<file path="config.mk">
export PLATFORM = sky130hd
export DESIGN_NAME = wave_run_ctrl
export DESIGN_NICKNAME = d
export VERILOG_FILES = /design/src/wave_run_pkg.sv /design/src/edge_det.sv /design/src/noise_mem.sv /design/src/wave_run_ctrl.sv
export SDC_FILE = /design/constraint.sdc
export NUM_CORES = 2
export LEC_CHECK = 0
export BUFFER_PORTS_ARGS = -buffer_cell sky130_fd_sc_hd__buf_2
export CAP_MARGIN = 20
export CORE_MARGIN = 3
export CORE_UTILIZATION = 65
export DETAILED_ROUTE_END_ITERATION = 10
export MAX_ROUTING_LAYER = met4
export PLACE_DENSITY_LB_ADDON = 0.15
export RECOVER_POWER = 50
export SYNTH_ARGS = -nofsm -noshare
export SYNTH_HDL_FRONTEND = slang
export SYNTH_SLANG_ARGS = --single-unit
</file>
<file path="constraint.sdc">
create_clock -name clk -period 22.5 [get_ports clk]
set_input_delay 1.125 -clock clk [delete_from_list [all_inputs] [get_ports clk]]
set_output_delay 1.125 -clock clk [all_outputs]
set_load 0.01 [all_outputs]
</file>
<file path="src/wave_run_pkg.sv">
// constants for the standard waveform run control block
// assumes one 10 MHz clock and a plain word-wide register port
// ======================================================
package wave_run_pkg;
    // ======================================================
    // register offsets (byte addresses)
    localparam logic [7:0] OFF_CTRL = 8'h00;
    localparam logic [7:0] OFF_LOOPS = 8'h04;
    localparam logic [7:0] OFF_RAMP = 8'h08;
    localparam logic [7:0] OFF_SHAPE = 8'h0C;
    localparam logic [7:0] OFF_FREQ = 8'h10;
    localparam logic [7:0] OFF_LEVEL = 8'h14;
    localparam logic [7:0] OFF_CMD = 8'h18;
    localparam logic [7:0] OFF_STAT = 8'h1C;
    localparam logic [7:0] OFF_NOISE = 8'h20;
    // ======================================================
    // control field positions
    localparam int MODE_LSB = 0;
    localparam int ARM_BIT = 2;
    localparam int IDLE_BIT = 3;
    localparam int ENSRC_LSB = 4;
    localparam int INSRC_LSB = 6;
    localparam int NOISE_BIT = 8;
    localparam int CMD_EN_BIT = 0;
    localparam int CMD_INIT_BIT = 1;
    localparam int CMD_ABORT_BIT = 2;
    // ======================================================
    // reset values and limits
    localparam logic [8:0] CTRL_RST = 9'h000;
    localparam logic [19:0] LOOPS_RST = 20'h00001;
    localparam logic [19:0] LOOPS_MAX = 20'hF4240;
    localparam logic [7:0] SINC_RST = 8'h04;
    localparam logic [8:0] PCT_FULL = 9'h064;
    localparam logic [6:0] PCT_LAST = 7'h63;
    localparam logic [15:0] DIV_RST = 16'h000A;
    localparam logic [7:0] BW_RST = 8'h01;
    localparam logic [15:0] LFSR_SEED = 16'hACE1;
    // ======================================================
    // timing
    localparam int CLK_NS = 100;
    localparam int RECOMP_NS = 100000;
    localparam int RECOMP_CYC = (RECOMP_NS + CLK_NS - 1) / CLK_NS;
    // ======================================================
    // enumerations
    typedef enum logic [1:0] {RUN_CONT = 2'b00, RUN_TRIG = 2'b01, RUN_GATE = 2'b10} run_mode_t;
    typedef enum logic [1:0] {ENA_BUS = 2'b00, ENA_EVENT = 2'b01, ENA_TRIG = 2'b10} ena_src_t;
    typedef enum logic [1:0] {INI_FP = 2'b00, INI_BUS = 2'b01, INI_TRIG = 2'b10,
        INI_EVENT = 2'b11} ini_src_t;
    typedef enum logic [1:0] {ST_IDLE = 2'b00, ST_RUN = 2'b01} run_state_t;
    typedef enum logic [1:0] {SEG_DELAY = 2'b00, SEG_RISE = 2'b01, SEG_FALL = 2'b10,
        SEG_HOLD = 2'b11} ramp_seg_t;
endpackage : wave_run_pkg

</file>
<file path="src/edge_det.sv">
// registered edge finder for a group of synchronous inputs
// assumes inputs are already synchronous to clk
`timescale 1ns/1ns
module edge_det
    import wave_run_pkg::*;
#(
    parameter int W = 4
)
(
    input wire logic clk,
    input wire logic sys_rst,
    input wire logic [W-1:0] din,
    output logic [W-1:0] rise_q,
    output logic [W-1:0] any_q
);
    logic [W-1:0] last_q;
    wire [W-1:0] rise_d = din & ~last_q;
    wire [W-1:0] any_d = din ^ last_q;

    if (W < 1) begin : g_chk
        $error("edge_det width must be at least one");
    end

    // one pulse per edge, a held level gives no more
    always_ff @(posedge clk or posedge sys_rst)
    begin
        if (sys_rst)
        begin
            last_q <= '0;
            rise_q <= '0;
            any_q <= '0;
        end
        else
        begin
            last_q <= din;
            rise_q <= rise_d;
            any_q <= any_d;
        end
    end

    for (genvar i = 0; i < W; i++) begin : g_a

    end
endmodule : edge_det

</file>
<file path="src/noise_mem.sv">
// small noise sample store with registered read port
// assumes one writer and one reader on the same clock
`timescale 1ns/1ns
module noise_mem
    import wave_run_pkg::*;
#(
    parameter int W = 16,
    parameter int D = 256
)
(
    input wire logic clk,
    input wire logic sys_rst,
    input wire logic wr_en,
    input wire logic [$clog2(D)-1:0] waddr,
    input wire logic [W-1:0] wdata,
    input wire logic [$clog2(D)-1:0] raddr,
    output logic [W-1:0] rdata_q
);
    logic [W-1:0] mem [D];

    if (D < 2 || W < 1) begin : g_chk
        $error("noise_mem needs depth of two or more");
    end

    // write port
    always_ff @(posedge clk)
    begin
        if (wr_en)
            mem[waddr] <= wdata;
    end

    // read data out of a register
    always_ff @(posedge clk or posedge sys_rst)
    begin
        if (sys_rst)
            rdata_q <= '0;
        else
            rdata_q <= mem[raddr];
    end
endmodule : noise_mem

</file>
<file path="src/wave_run_ctrl.sv">
// run control for the standard waveform generator
// assumes synchronous trigger, event, gate and panel inputs
//
// Design decisions made here: the address-and-strobe port and the register addresses.
`timescale 1ns/1ns
module wave_run_ctrl
    import wave_run_pkg::*;
#(
    parameter int NOISE_DEPTH = 256,
    parameter int NOISE_W = 16
)
(
    input wire logic clk,
    input wire logic sys_rst,
    input wire logic [7:0] addr,
    input wire logic [31:0] wdata,
    input wire logic wr_en,
    input wire logic rd_en,
    output logic [31:0] rdata_q,
    input wire logic trig_in,
    input wire logic event_in,
    input wire logic gate_in,
    input wire logic fp_init,
    input wire logic fp_abort,
    output logic run_q,
    output logic idle_dc_q,
    output logic [6:0] pct_q,
    output logic [1:0] ramp_seg_q,
    output logic [6:0] seg_pos_q,
    output logic invert_q,
    output logic settled_q,
    output logic [NOISE_W-1:0] noise_q,
    output logic [15:0] amp_q,
    output logic [15:0] offset_q,
    output logic [7:0] sinc_cyc_q,
    output logic fp_lock_q
);
    localparam int AW = $clog2(NOISE_DEPTH);

    if (NOISE_DEPTH < 2 || NOISE_W < 1 || NOISE_W > 16) begin : g_chk
        $error("noise buffer size not supported");
    end

    // ======================================================
    // registers
    logic [8:0] ctrl_q;
    logic [19:0] loops_q;
    logic [19:0] loop_cnt_q;
    logic [6:0] delay_q, rise_q, fall_q;
    logic ramp_rej_q;
    logic signed [7:0] expo_q;
    logic [15:0] div_q;
    logic [15:0] sub_q;
    logic [7:0] bw_q;
    logic [7:0] bw_cnt_q;
    logic [$clog2(RECOMP_CYC+1)-1:0] recomp_q;
    logic enabled_q;
    logic halt_q;
    run_state_t state_q;
    logic fill_q;
    logic [AW-1:0] waddr_q, raddr_q;
    logic [15:0] lfsr_q;
    logic [3:0] rise_e, any_e;
    logic [NOISE_W-1:0] noise_rd;

    // ======================================================
    // register port decode
    wire wr_ctrl = wr_en && addr == OFF_CTRL;
    wire wr_loops = wr_en && addr == OFF_LOOPS;
    wire wr_ramp = wr_en && addr == OFF_RAMP;
    wire wr_shape = wr_en && addr == OFF_SHAPE;
    wire wr_freq = wr_en && addr == OFF_FREQ;
    wire wr_level = wr_en && addr == OFF_LEVEL;
    wire wr_cmd = wr_en && addr == OFF_CMD;
    wire wr_noise = wr_en && addr == OFF_NOISE;
    wire [8:0] pct_sum = {2'b00, wdata[6:0]} + {2'b00, wdata[14:8]} + {2'b00, wdata[22:16]};
    wire ramp_ok = pct_sum <= PCT_FULL;
    wire [19:0] loops_in = wdata[19:0];

    // ======================================================
    // control fields
    wire [1:0] run_mode = ctrl_q[MODE_LSB +: 2];
    wire self_arm = !ctrl_q[ARM_BIT];
    wire idle_dc = !ctrl_q[IDLE_BIT];
    wire [1:0] en_src = ctrl_q[ENSRC_LSB +: 2];
    wire [1:0] in_src = ctrl_q[INSRC_LSB +: 2];
    wire noise_on = ctrl_q[NOISE_BIT];

    // ======================================================
    // event sources
    wire trig_r = rise_e[0];
    wire event_t = any_e[1];
    wire fp_init_r = rise_e[2] && !fp_lock_q;
    wire fp_abort_r = rise_e[3] && !fp_lock_q;
    wire bus_en_p = wr_cmd && wdata[CMD_EN_BIT];
    wire bus_init_p = wr_cmd && wdata[CMD_INIT_BIT];
    wire bus_abort_p = wr_cmd && wdata[CMD_ABORT_BIT];
    wire enable_ev = !self_arm && (
        (en_src == ENA_BUS && bus_en_p) ||
        (en_src == ENA_EVENT && event_t) ||
        (en_src == ENA_TRIG && trig_r));
    wire init_ev = run_mode != RUN_CONT && (
        (in_src == INI_FP && fp_init_r) ||
        (in_src == INI_BUS && bus_init_p) ||
        (in_src == INI_TRIG && trig_r) ||
        (in_src == INI_EVENT && event_t));
    wire abort_ev = fp_abort_r || (bus_abort_p && !self_arm);
    wire go = (self_arm || enabled_q) && !halt_q;

    edge_det #(
        .W(4)
    ) u_edge (
        .clk(clk),
        .sys_rst(sys_rst),
        .din({fp_abort, fp_init, event_in, trig_in}),
        .rise_q(rise_e),
        .any_q(any_e)
    );

    // ======================================================
    // phase and sequencing
    wire phase_on = state_q == ST_RUN || !idle_dc;
    wire sub_last = sub_q == div_q - 16'h0001;
    wire wave_end = phase_on && sub_last && pct_q == PCT_LAST;
    wire start = state_q == ST_IDLE && go && !abort_ev && (
        run_mode == RUN_CONT ||
        (run_mode == RUN_TRIG && init_ev) ||
        (run_mode == RUN_GATE && gate_in));
    wire loop_done = run_mode == RUN_TRIG && wave_end && loop_cnt_q == 20'h00001;
    wire stop = state_q == ST_RUN && (abort_ev || !go || loop_done ||
        (run_mode == RUN_GATE && !gate_in));

    // ramp segment boundaries in percent
    wire [8:0] b_rise = {2'b00, delay_q};
    wire [8:0] b_fall = b_rise + {2'b00, rise_q};
    wire [8:0] b_hold = b_fall + {2'b00, fall_q};
    wire [8:0] pct_w = {2'b00, pct_q};
    wire [8:0] pos_rise = pct_w - b_rise;
    wire [8:0] pos_fall = pct_w - b_fall;
    wire [1:0] seg_d = pct_w < b_rise ? SEG_DELAY : pct_w < b_fall ? SEG_RISE :
        pct_w < b_hold ? SEG_FALL : SEG_HOLD;
    wire [6:0] pos_d = seg_d == SEG_DELAY ? pct_q : seg_d == SEG_RISE ? pos_rise[6:0] :
        seg_d == SEG_FALL ? pos_fall[6:0] : 7'h00;

    // read mux
    wire [31:0] stat_w = {24'h000000, state_q, fill_q, fp_lock_q, halt_q, enabled_q,
        ramp_rej_q, settled_q};
    wire [31:0] rd_mux =
        addr == OFF_CTRL ? {23'h000000, ctrl_q} :
        addr == OFF_LOOPS ? {12'h000, loops_q} :
        addr == OFF_RAMP ? {9'h000, fall_q, 1'b0, rise_q, 1'b0, delay_q} :
        addr == OFF_SHAPE ? {16'h0000, expo_q, sinc_cyc_q} :
        addr == OFF_FREQ ? {16'h0000, div_q} :
        addr == OFF_LEVEL ? {offset_q, amp_q} :
        addr == OFF_STAT ? stat_w :
        addr == OFF_NOISE ? {24'h000000, bw_q} : 32'h00000000;

    // settings written by software
    always_ff @(posedge clk or posedge sys_rst)
    begin
        if (sys_rst)
        begin
            ctrl_q <= CTRL_RST;
            loops_q <= LOOPS_RST;
            delay_q <= 7'h00;
            rise_q <= 7'h32;
            fall_q <= 7'h32;
            ramp_rej_q <= 1'b0;
            sinc_cyc_q <= SINC_RST;
            expo_q <= 8'sh01;
            div_q <= DIV_RST;
            amp_q <= 16'h0000;
            offset_q <= 16'h0000;
            bw_q <= BW_RST;
        end
        else
        begin
            if (wr_ctrl)
                ctrl_q <= wdata[8:0];
            if (wr_loops)
                loops_q <= loops_in == 20'h00000 ? LOOPS_RST :
                    loops_in > LOOPS_MAX ? LOOPS_MAX : loops_in;
            if (wr_ramp && ramp_ok)
            begin
                delay_q <= wdata[6:0];
                rise_q <= wdata[14:8];
                fall_q <= wdata[22:16];
            end
            if (wr_ramp)
                ramp_rej_q <= !ramp_ok;
            if (wr_shape)
            begin
                sinc_cyc_q <= wdata[7:0];
                expo_q <= wdata[15:8];
            end
            if (wr_freq && wdata[15:0] != 16'h0000)
                div_q <= wdata[15:0];
            if (wr_level)
            begin
                amp_q <= wdata[15:0];
                offset_q <= wdata[31:16];
            end
            if (wr_noise && wdata[7:0] != 8'h00)
                bw_q <= wdata[7:0];
        end
    end

    // recompute timer, read data, derived flags
    always_ff @(posedge clk or posedge sys_rst)
    begin
        if (sys_rst)
        begin
            recomp_q <= '0;
            settled_q <= 1'b1;
            rdata_q <= 32'h00000000;
            invert_q <= 1'b0;
            fp_lock_q <= 1'b0;
        end
        else
        begin
            if (wr_shape || wr_freq)
                recomp_q <= ($clog2(RECOMP_CYC+1))'(RECOMP_CYC);
            else if (recomp_q != '0)
                recomp_q <= recomp_q - 1'b1;
            settled_q <= !(wr_shape || wr_freq) && recomp_q <= 1;
            rdata_q <= rd_en ? rd_mux : 32'h00000000;
            invert_q <= expo_q < 0;
            fp_lock_q <= in_src == INI_BUS;
        end
    end

    // arming, halt and run state
    always_ff @(posedge clk or posedge sys_rst)
    begin
        if (sys_rst)
        begin
            enabled_q <= 1'b0;
            halt_q <= 1'b0;
            state_q <= ST_IDLE;
            run_q <= 1'b0;
            loop_cnt_q <= LOOPS_RST;
        end
        else
        begin
            if (enable_ev)
                enabled_q <= 1'b1;
            else if (abort_ev || self_arm)
                enabled_q <= 1'b0;
            if (abort_ev)
                halt_q <= 1'b1;
            else if (enable_ev || init_ev || wr_ctrl)
                halt_q <= 1'b0;
            case (state_q)
                ST_IDLE:
                begin
                    if (start)
                    begin
                        state_q <= ST_RUN;
                        run_q <= 1'b1;
                        loop_cnt_q <= loops_q;
                    end
                end
                ST_RUN:
                begin
                    if (stop)
                    begin
                        state_q <= ST_IDLE;
                        run_q <= 1'b0;
                    end
                    else if (wave_end && run_mode == RUN_TRIG)
                        loop_cnt_q <= loop_cnt_q - 20'h00001;
                end
                default:
                begin
                    state_q <= ST_IDLE;
                    run_q <= 1'b0;
                end
            endcase
        end
    end

    // waveform phase: samples within a percent, percent within a period
    always_ff @(posedge clk or posedge sys_rst)
    begin
        if (sys_rst)
        begin
            sub_q <= 16'h0000;
            pct_q <= 7'h00;
            ramp_seg_q <= SEG_DELAY;
            seg_pos_q <= 7'h00;
            idle_dc_q <= 1'b1;
        end
        else
        begin
            if (!phase_on || start || stop)
            begin
                sub_q <= 16'h0000;
                pct_q <= 7'h00;
            end
            else if (sub_last)
            begin
                sub_q <= 16'h0000;
                pct_q <= pct_q == PCT_LAST ? 7'h00 : pct_q + 7'h01;
            end
            else
                sub_q <= sub_q + 16'h0001;
            ramp_seg_q <= seg_d;
            seg_pos_q <= pos_d;
            idle_dc_q <= state_q != ST_RUN && idle_dc;
        end
    end

    // ======================================================
    // noise buffer: filled once when switched on, then replayed
    always_ff @(posedge clk or posedge sys_rst)
    begin
        if (sys_rst)
        begin
            fill_q <= 1'b0;
            waddr_q <= '0;
            raddr_q <= '0;
            lfsr_q <= LFSR_SEED;
            bw_cnt_q <= 8'h00;
        end
        else
        begin
            lfsr_q <= {lfsr_q[14:0], lfsr_q[15] ^ lfsr_q[13] ^ lfsr_q[12] ^ lfsr_q[10]};
            if (wr_ctrl && wdata[NOISE_BIT] && !noise_on)
            begin
                fill_q <= 1'b1;
                waddr_q <= '0;
            end
            else if (fill_q)
            begin
                waddr_q <= waddr_q + 1'b1;
                fill_q <= waddr_q != AW'(NOISE_DEPTH - 1);
            end
            if (!noise_on || fill_q)
            begin
                raddr_q <= '0;
                bw_cnt_q <= 8'h00;
            end
            else if (bw_cnt_q >= bw_q - 8'h01)
            begin
                bw_cnt_q <= 8'h00;
                raddr_q <= raddr_q == AW'(NOISE_DEPTH - 1) ? '0 : raddr_q + 1'b1;
            end
            else
                bw_cnt_q <= bw_cnt_q + 8'h01;
        end
    end

    assign noise_q = noise_rd;

    noise_mem #(
        .W(NOISE_W),
        .D(NOISE_DEPTH)
    ) u_noise (
        .clk(clk),
        .sys_rst(sys_rst),
        .wr_en(fill_q),
        .waddr(waddr_q),
        .wdata(lfsr_q[NOISE_W-1:0]),
        .raddr(raddr_q),
        .rdata_q(noise_rd)
    );
endmodule : wave_run_ctrl

</file>
==> flow_summary.toml <==
[power]
power_density_nw_per_um2 = 84.9
netSwitchingPower_uw = 3180
p_seq_share_pct = 55.3
p_int_uw = 12900
peakVddDrop_mv = 0.0832
pwr-share-comb_pct = 1.4
switching_share_pct = 19.8
p_clk_share_pct = 43.3
p_leak_uw = 0.0546

[worst_hold_path]
hp-start = "fp_init"
holdCritPathClass = "in -> reg"

[grt]
grt-busiest-layer = "met2"
grt_max_degree = 206
overflow = 0
grt.total_usage_pct = 32.8
antenna_found_initial = 16
met3_usage_pct = 7.61
grt_pass1_wl_um = 614000
met1_usage_pct = 45.8
met2_usage_pct = 48.8
grt_pass1_vias = 86600

[floorplanning]
dieArea_um2 = 267000
die_w_um = 517
rows = 186
start_util_pct = 65.7
io_pins = 158
die_y_um = 517
core-area_um2 = 258000

[logic_synthesis]
synth_cell_types = 83
synth-main-ff-cell = "edfxtp_1"
synth_top_cell_by_area = "edfxtp_1"
synthArstFlopShare_pct = 6.59
synthesis.area_um2 = 170000
postSynthAreaPerCell_um2 = 21.1
synth_nets = 8149
yosys_warnings = 0
synth-edff-count = 4096
synthCells = 8025
ys_top_cells_by_area = "edfxtp_1, mux4_2, dfrtp_1, a22oi_1, nor2_1"
synth_top_area_share_pct = 72.5
synth-seq-cells = 4385
ys_seq_area_share_pct = 76.8

[detailed_routing]
antenna_left = 0
drt_wl_total_um = 421000
vias = 87100
drc = 0
wl_per_cell_um = 34.3
viasPerCell = 7.10
drtIter0Drc = 12400
drt_pass1_iterations = 8

[sta]
rsz0062_at_grt = "no"
final.period_utilization_pct = 47.3
finalSetupTns_ns = 0
skew_ns = 0.0574
drv_slew = 3689
setup_violations = 0
hold_viol_final = 0
min_period_ns = 10.64
max_slew_margin_pct = -568
fmax_mhz = 94.0
tightest_slew_ns = 10.03

[clock_tree]
ctsHoldBuffers = 0
clkLatencyLatePin_ns = 0.96
clock-root-buffer = "clkbuf_16"
cts_buffer_depth = 4
postCtsSetupRepairBufs = 0
cts-resized-gates = 0
cts_sinks = 4385
cts_buffers = 423
cts_tree = "done"
clk_pin_slew_worst_paths_ns = 0.06
htreeDepth = 5

[place]
gp_congestion = 0.881
portBuffers = 157
dp_cells = 11500
dp_hpwl_um = 235000

[worst_setup_path]
critical_path.max_stage_delay_ns = 6.85
crit_type = "reg -> reg"
rr_startpoint = "lfsr_q[11]$_DFF_PP1_"
crit_family = "buffers and inverters"
cp_cell_sequence = "clkbuf_1"
crit_path_max_fanout = 205
crit_required_ns = 21.76
cp-start-kind = "register"
cp-startpoint = "lfsr_q[11]$_DFF_PP1_"
slowest_stage = "clkbuf_1"
end_kind = "register"
crit_buf_inv = 1
critPathArrivalTime_ns = 9.90

[layout]
final_common_cell = "edfxtp_1"
mostFrequentLayoutCells = "edfxtp_1, mux4_2, clkbuf_16"
syn2layout_area_growth_pct = 11.5
fin_nets = 8636
layout.cells.non_filler = 12300
drive_gt1_share_pct = 25.0
fill_cells = 14300

[run_status]
status = "finished with violations"
violations = "capacitance limit, slew limit"

[job]
drv_cap = 52
logic make-up (layout without fill, tap and decap cells):
logic type	count (synthesis)	in the layout	synth area share (%)
AOI/OAI and AO/OA	1058	1058	4.55
xor gates and xnor gates	77	77	0.398
adders and majority gates	75	75	0.607
buffers and inverters	536	1379	1.28
DFF	4385	4385	76.8
muxes	1128	1128	14.3
other	0	19	0
and+or+nand+nor	766	766	2.07
power by group through the flow:
| stage | sequential [uW] | clock, uW | combinational [uW] |
|---|---|---|---|
| 2_1_floorplan | 9040 | 0 | 147 |
| 3_3_place_gp | 9050 | 0 | 205 |
| 3_5_place_dp | 9050 | 0 | 214 |
| 4_1_cts | 8880 | 7030 | 217 |
| 5_1_grt | 8880 | 7340 | 241 |
| 6_report | 8880 | 6960 | 217 |
layer usage:
layer,routed length (um),share of wire [%]
met1,155000,37
met5,0,0
met2,200000,48
met4,18200,4.3
met3,47500,11
per-stage QoR:
step           setup WS [ns]  hold slack [ns]  utilization, %  instance area, um^2  total power, uW
2_1_floorplan          13.44            0.369               -               170000             9180
3_3_place_gp           14.32            0.391            68.1               176000             9250
3_5_place_dp           14.31            0.387            68.1               176000             9270
4_1_cts                14.26            0.259            73.4               189000            16100
5_1_grt                11.32            0.284            73.2               189000            16500
6_report               11.86            0.314            73.2               189000            16100
final cells by class:
cell class                      instances  area (um^2)  area share [%]
Antenna cell                           19         47.5          0.0252
Clock buffer                          532        11300            5.99
Clock inverter                        249         2280            1.20
Inverter                               65          245           0.130
Multi-Input combinational cell       3104        37200            19.7
Sequential cell                      4385       130000            68.9
Tap cell                             3384         4230            2.24
Timing Repair Buffer                  533         3410            1.80
sequential cells by signal, summed over array words and instances, names as in the netlist, 10 cells and up:
signal	cells
recomp_q	10
loops_q	20
amp_q	16
u_noise.rdata_q	16
div_q	16
offset_q	16
u_noise.mem	4096
loop_cnt_q	20
lfsr_q	16
sub_q	16
rdata_q	32
final timing paths:
kind | to | slack [ns] | cells after the start
max in group asynchronous | u_noise.rdata_q[10]$_DFF_PP0_ | 16.38 | 4
hold / removal | u_edge.last_q[2]$_DFF_PP0_ | 0.31 | 1
setup / recovery | u_noise.mem[235][11]$_DFFE_PP_ | 11.86 | 1
hold reg to reg | u_edge.rise_q[2]$_DFF_PP0_ | 0.40 | 1
setup reg to reg | u_noise.mem[235][11]$_DFFE_PP_ | 11.86 | 1
min in group asynchronous | ramp_seg_q[1]$_DFF_PP0_ | 1.48 | 2
cells in the mapped netlist, types with 53 or more instances:
library cell  instances
a22o_1              140
nor2_1              384
o21ai_0              56
clkbuf_1            301
buf_1                76
ha_1                 63
mux4_2             1024
edfxtp_1           4096
mux2_2               98
a21oi_1             214
o221ai_1             53
a22oi_1             301
nand2_1             117
dfrtp_1             266
a221oi_1            138
nand3_1              57
nor3_1               54
inv_1                64
buf_2                86
(Power assumes the default switching activity.)
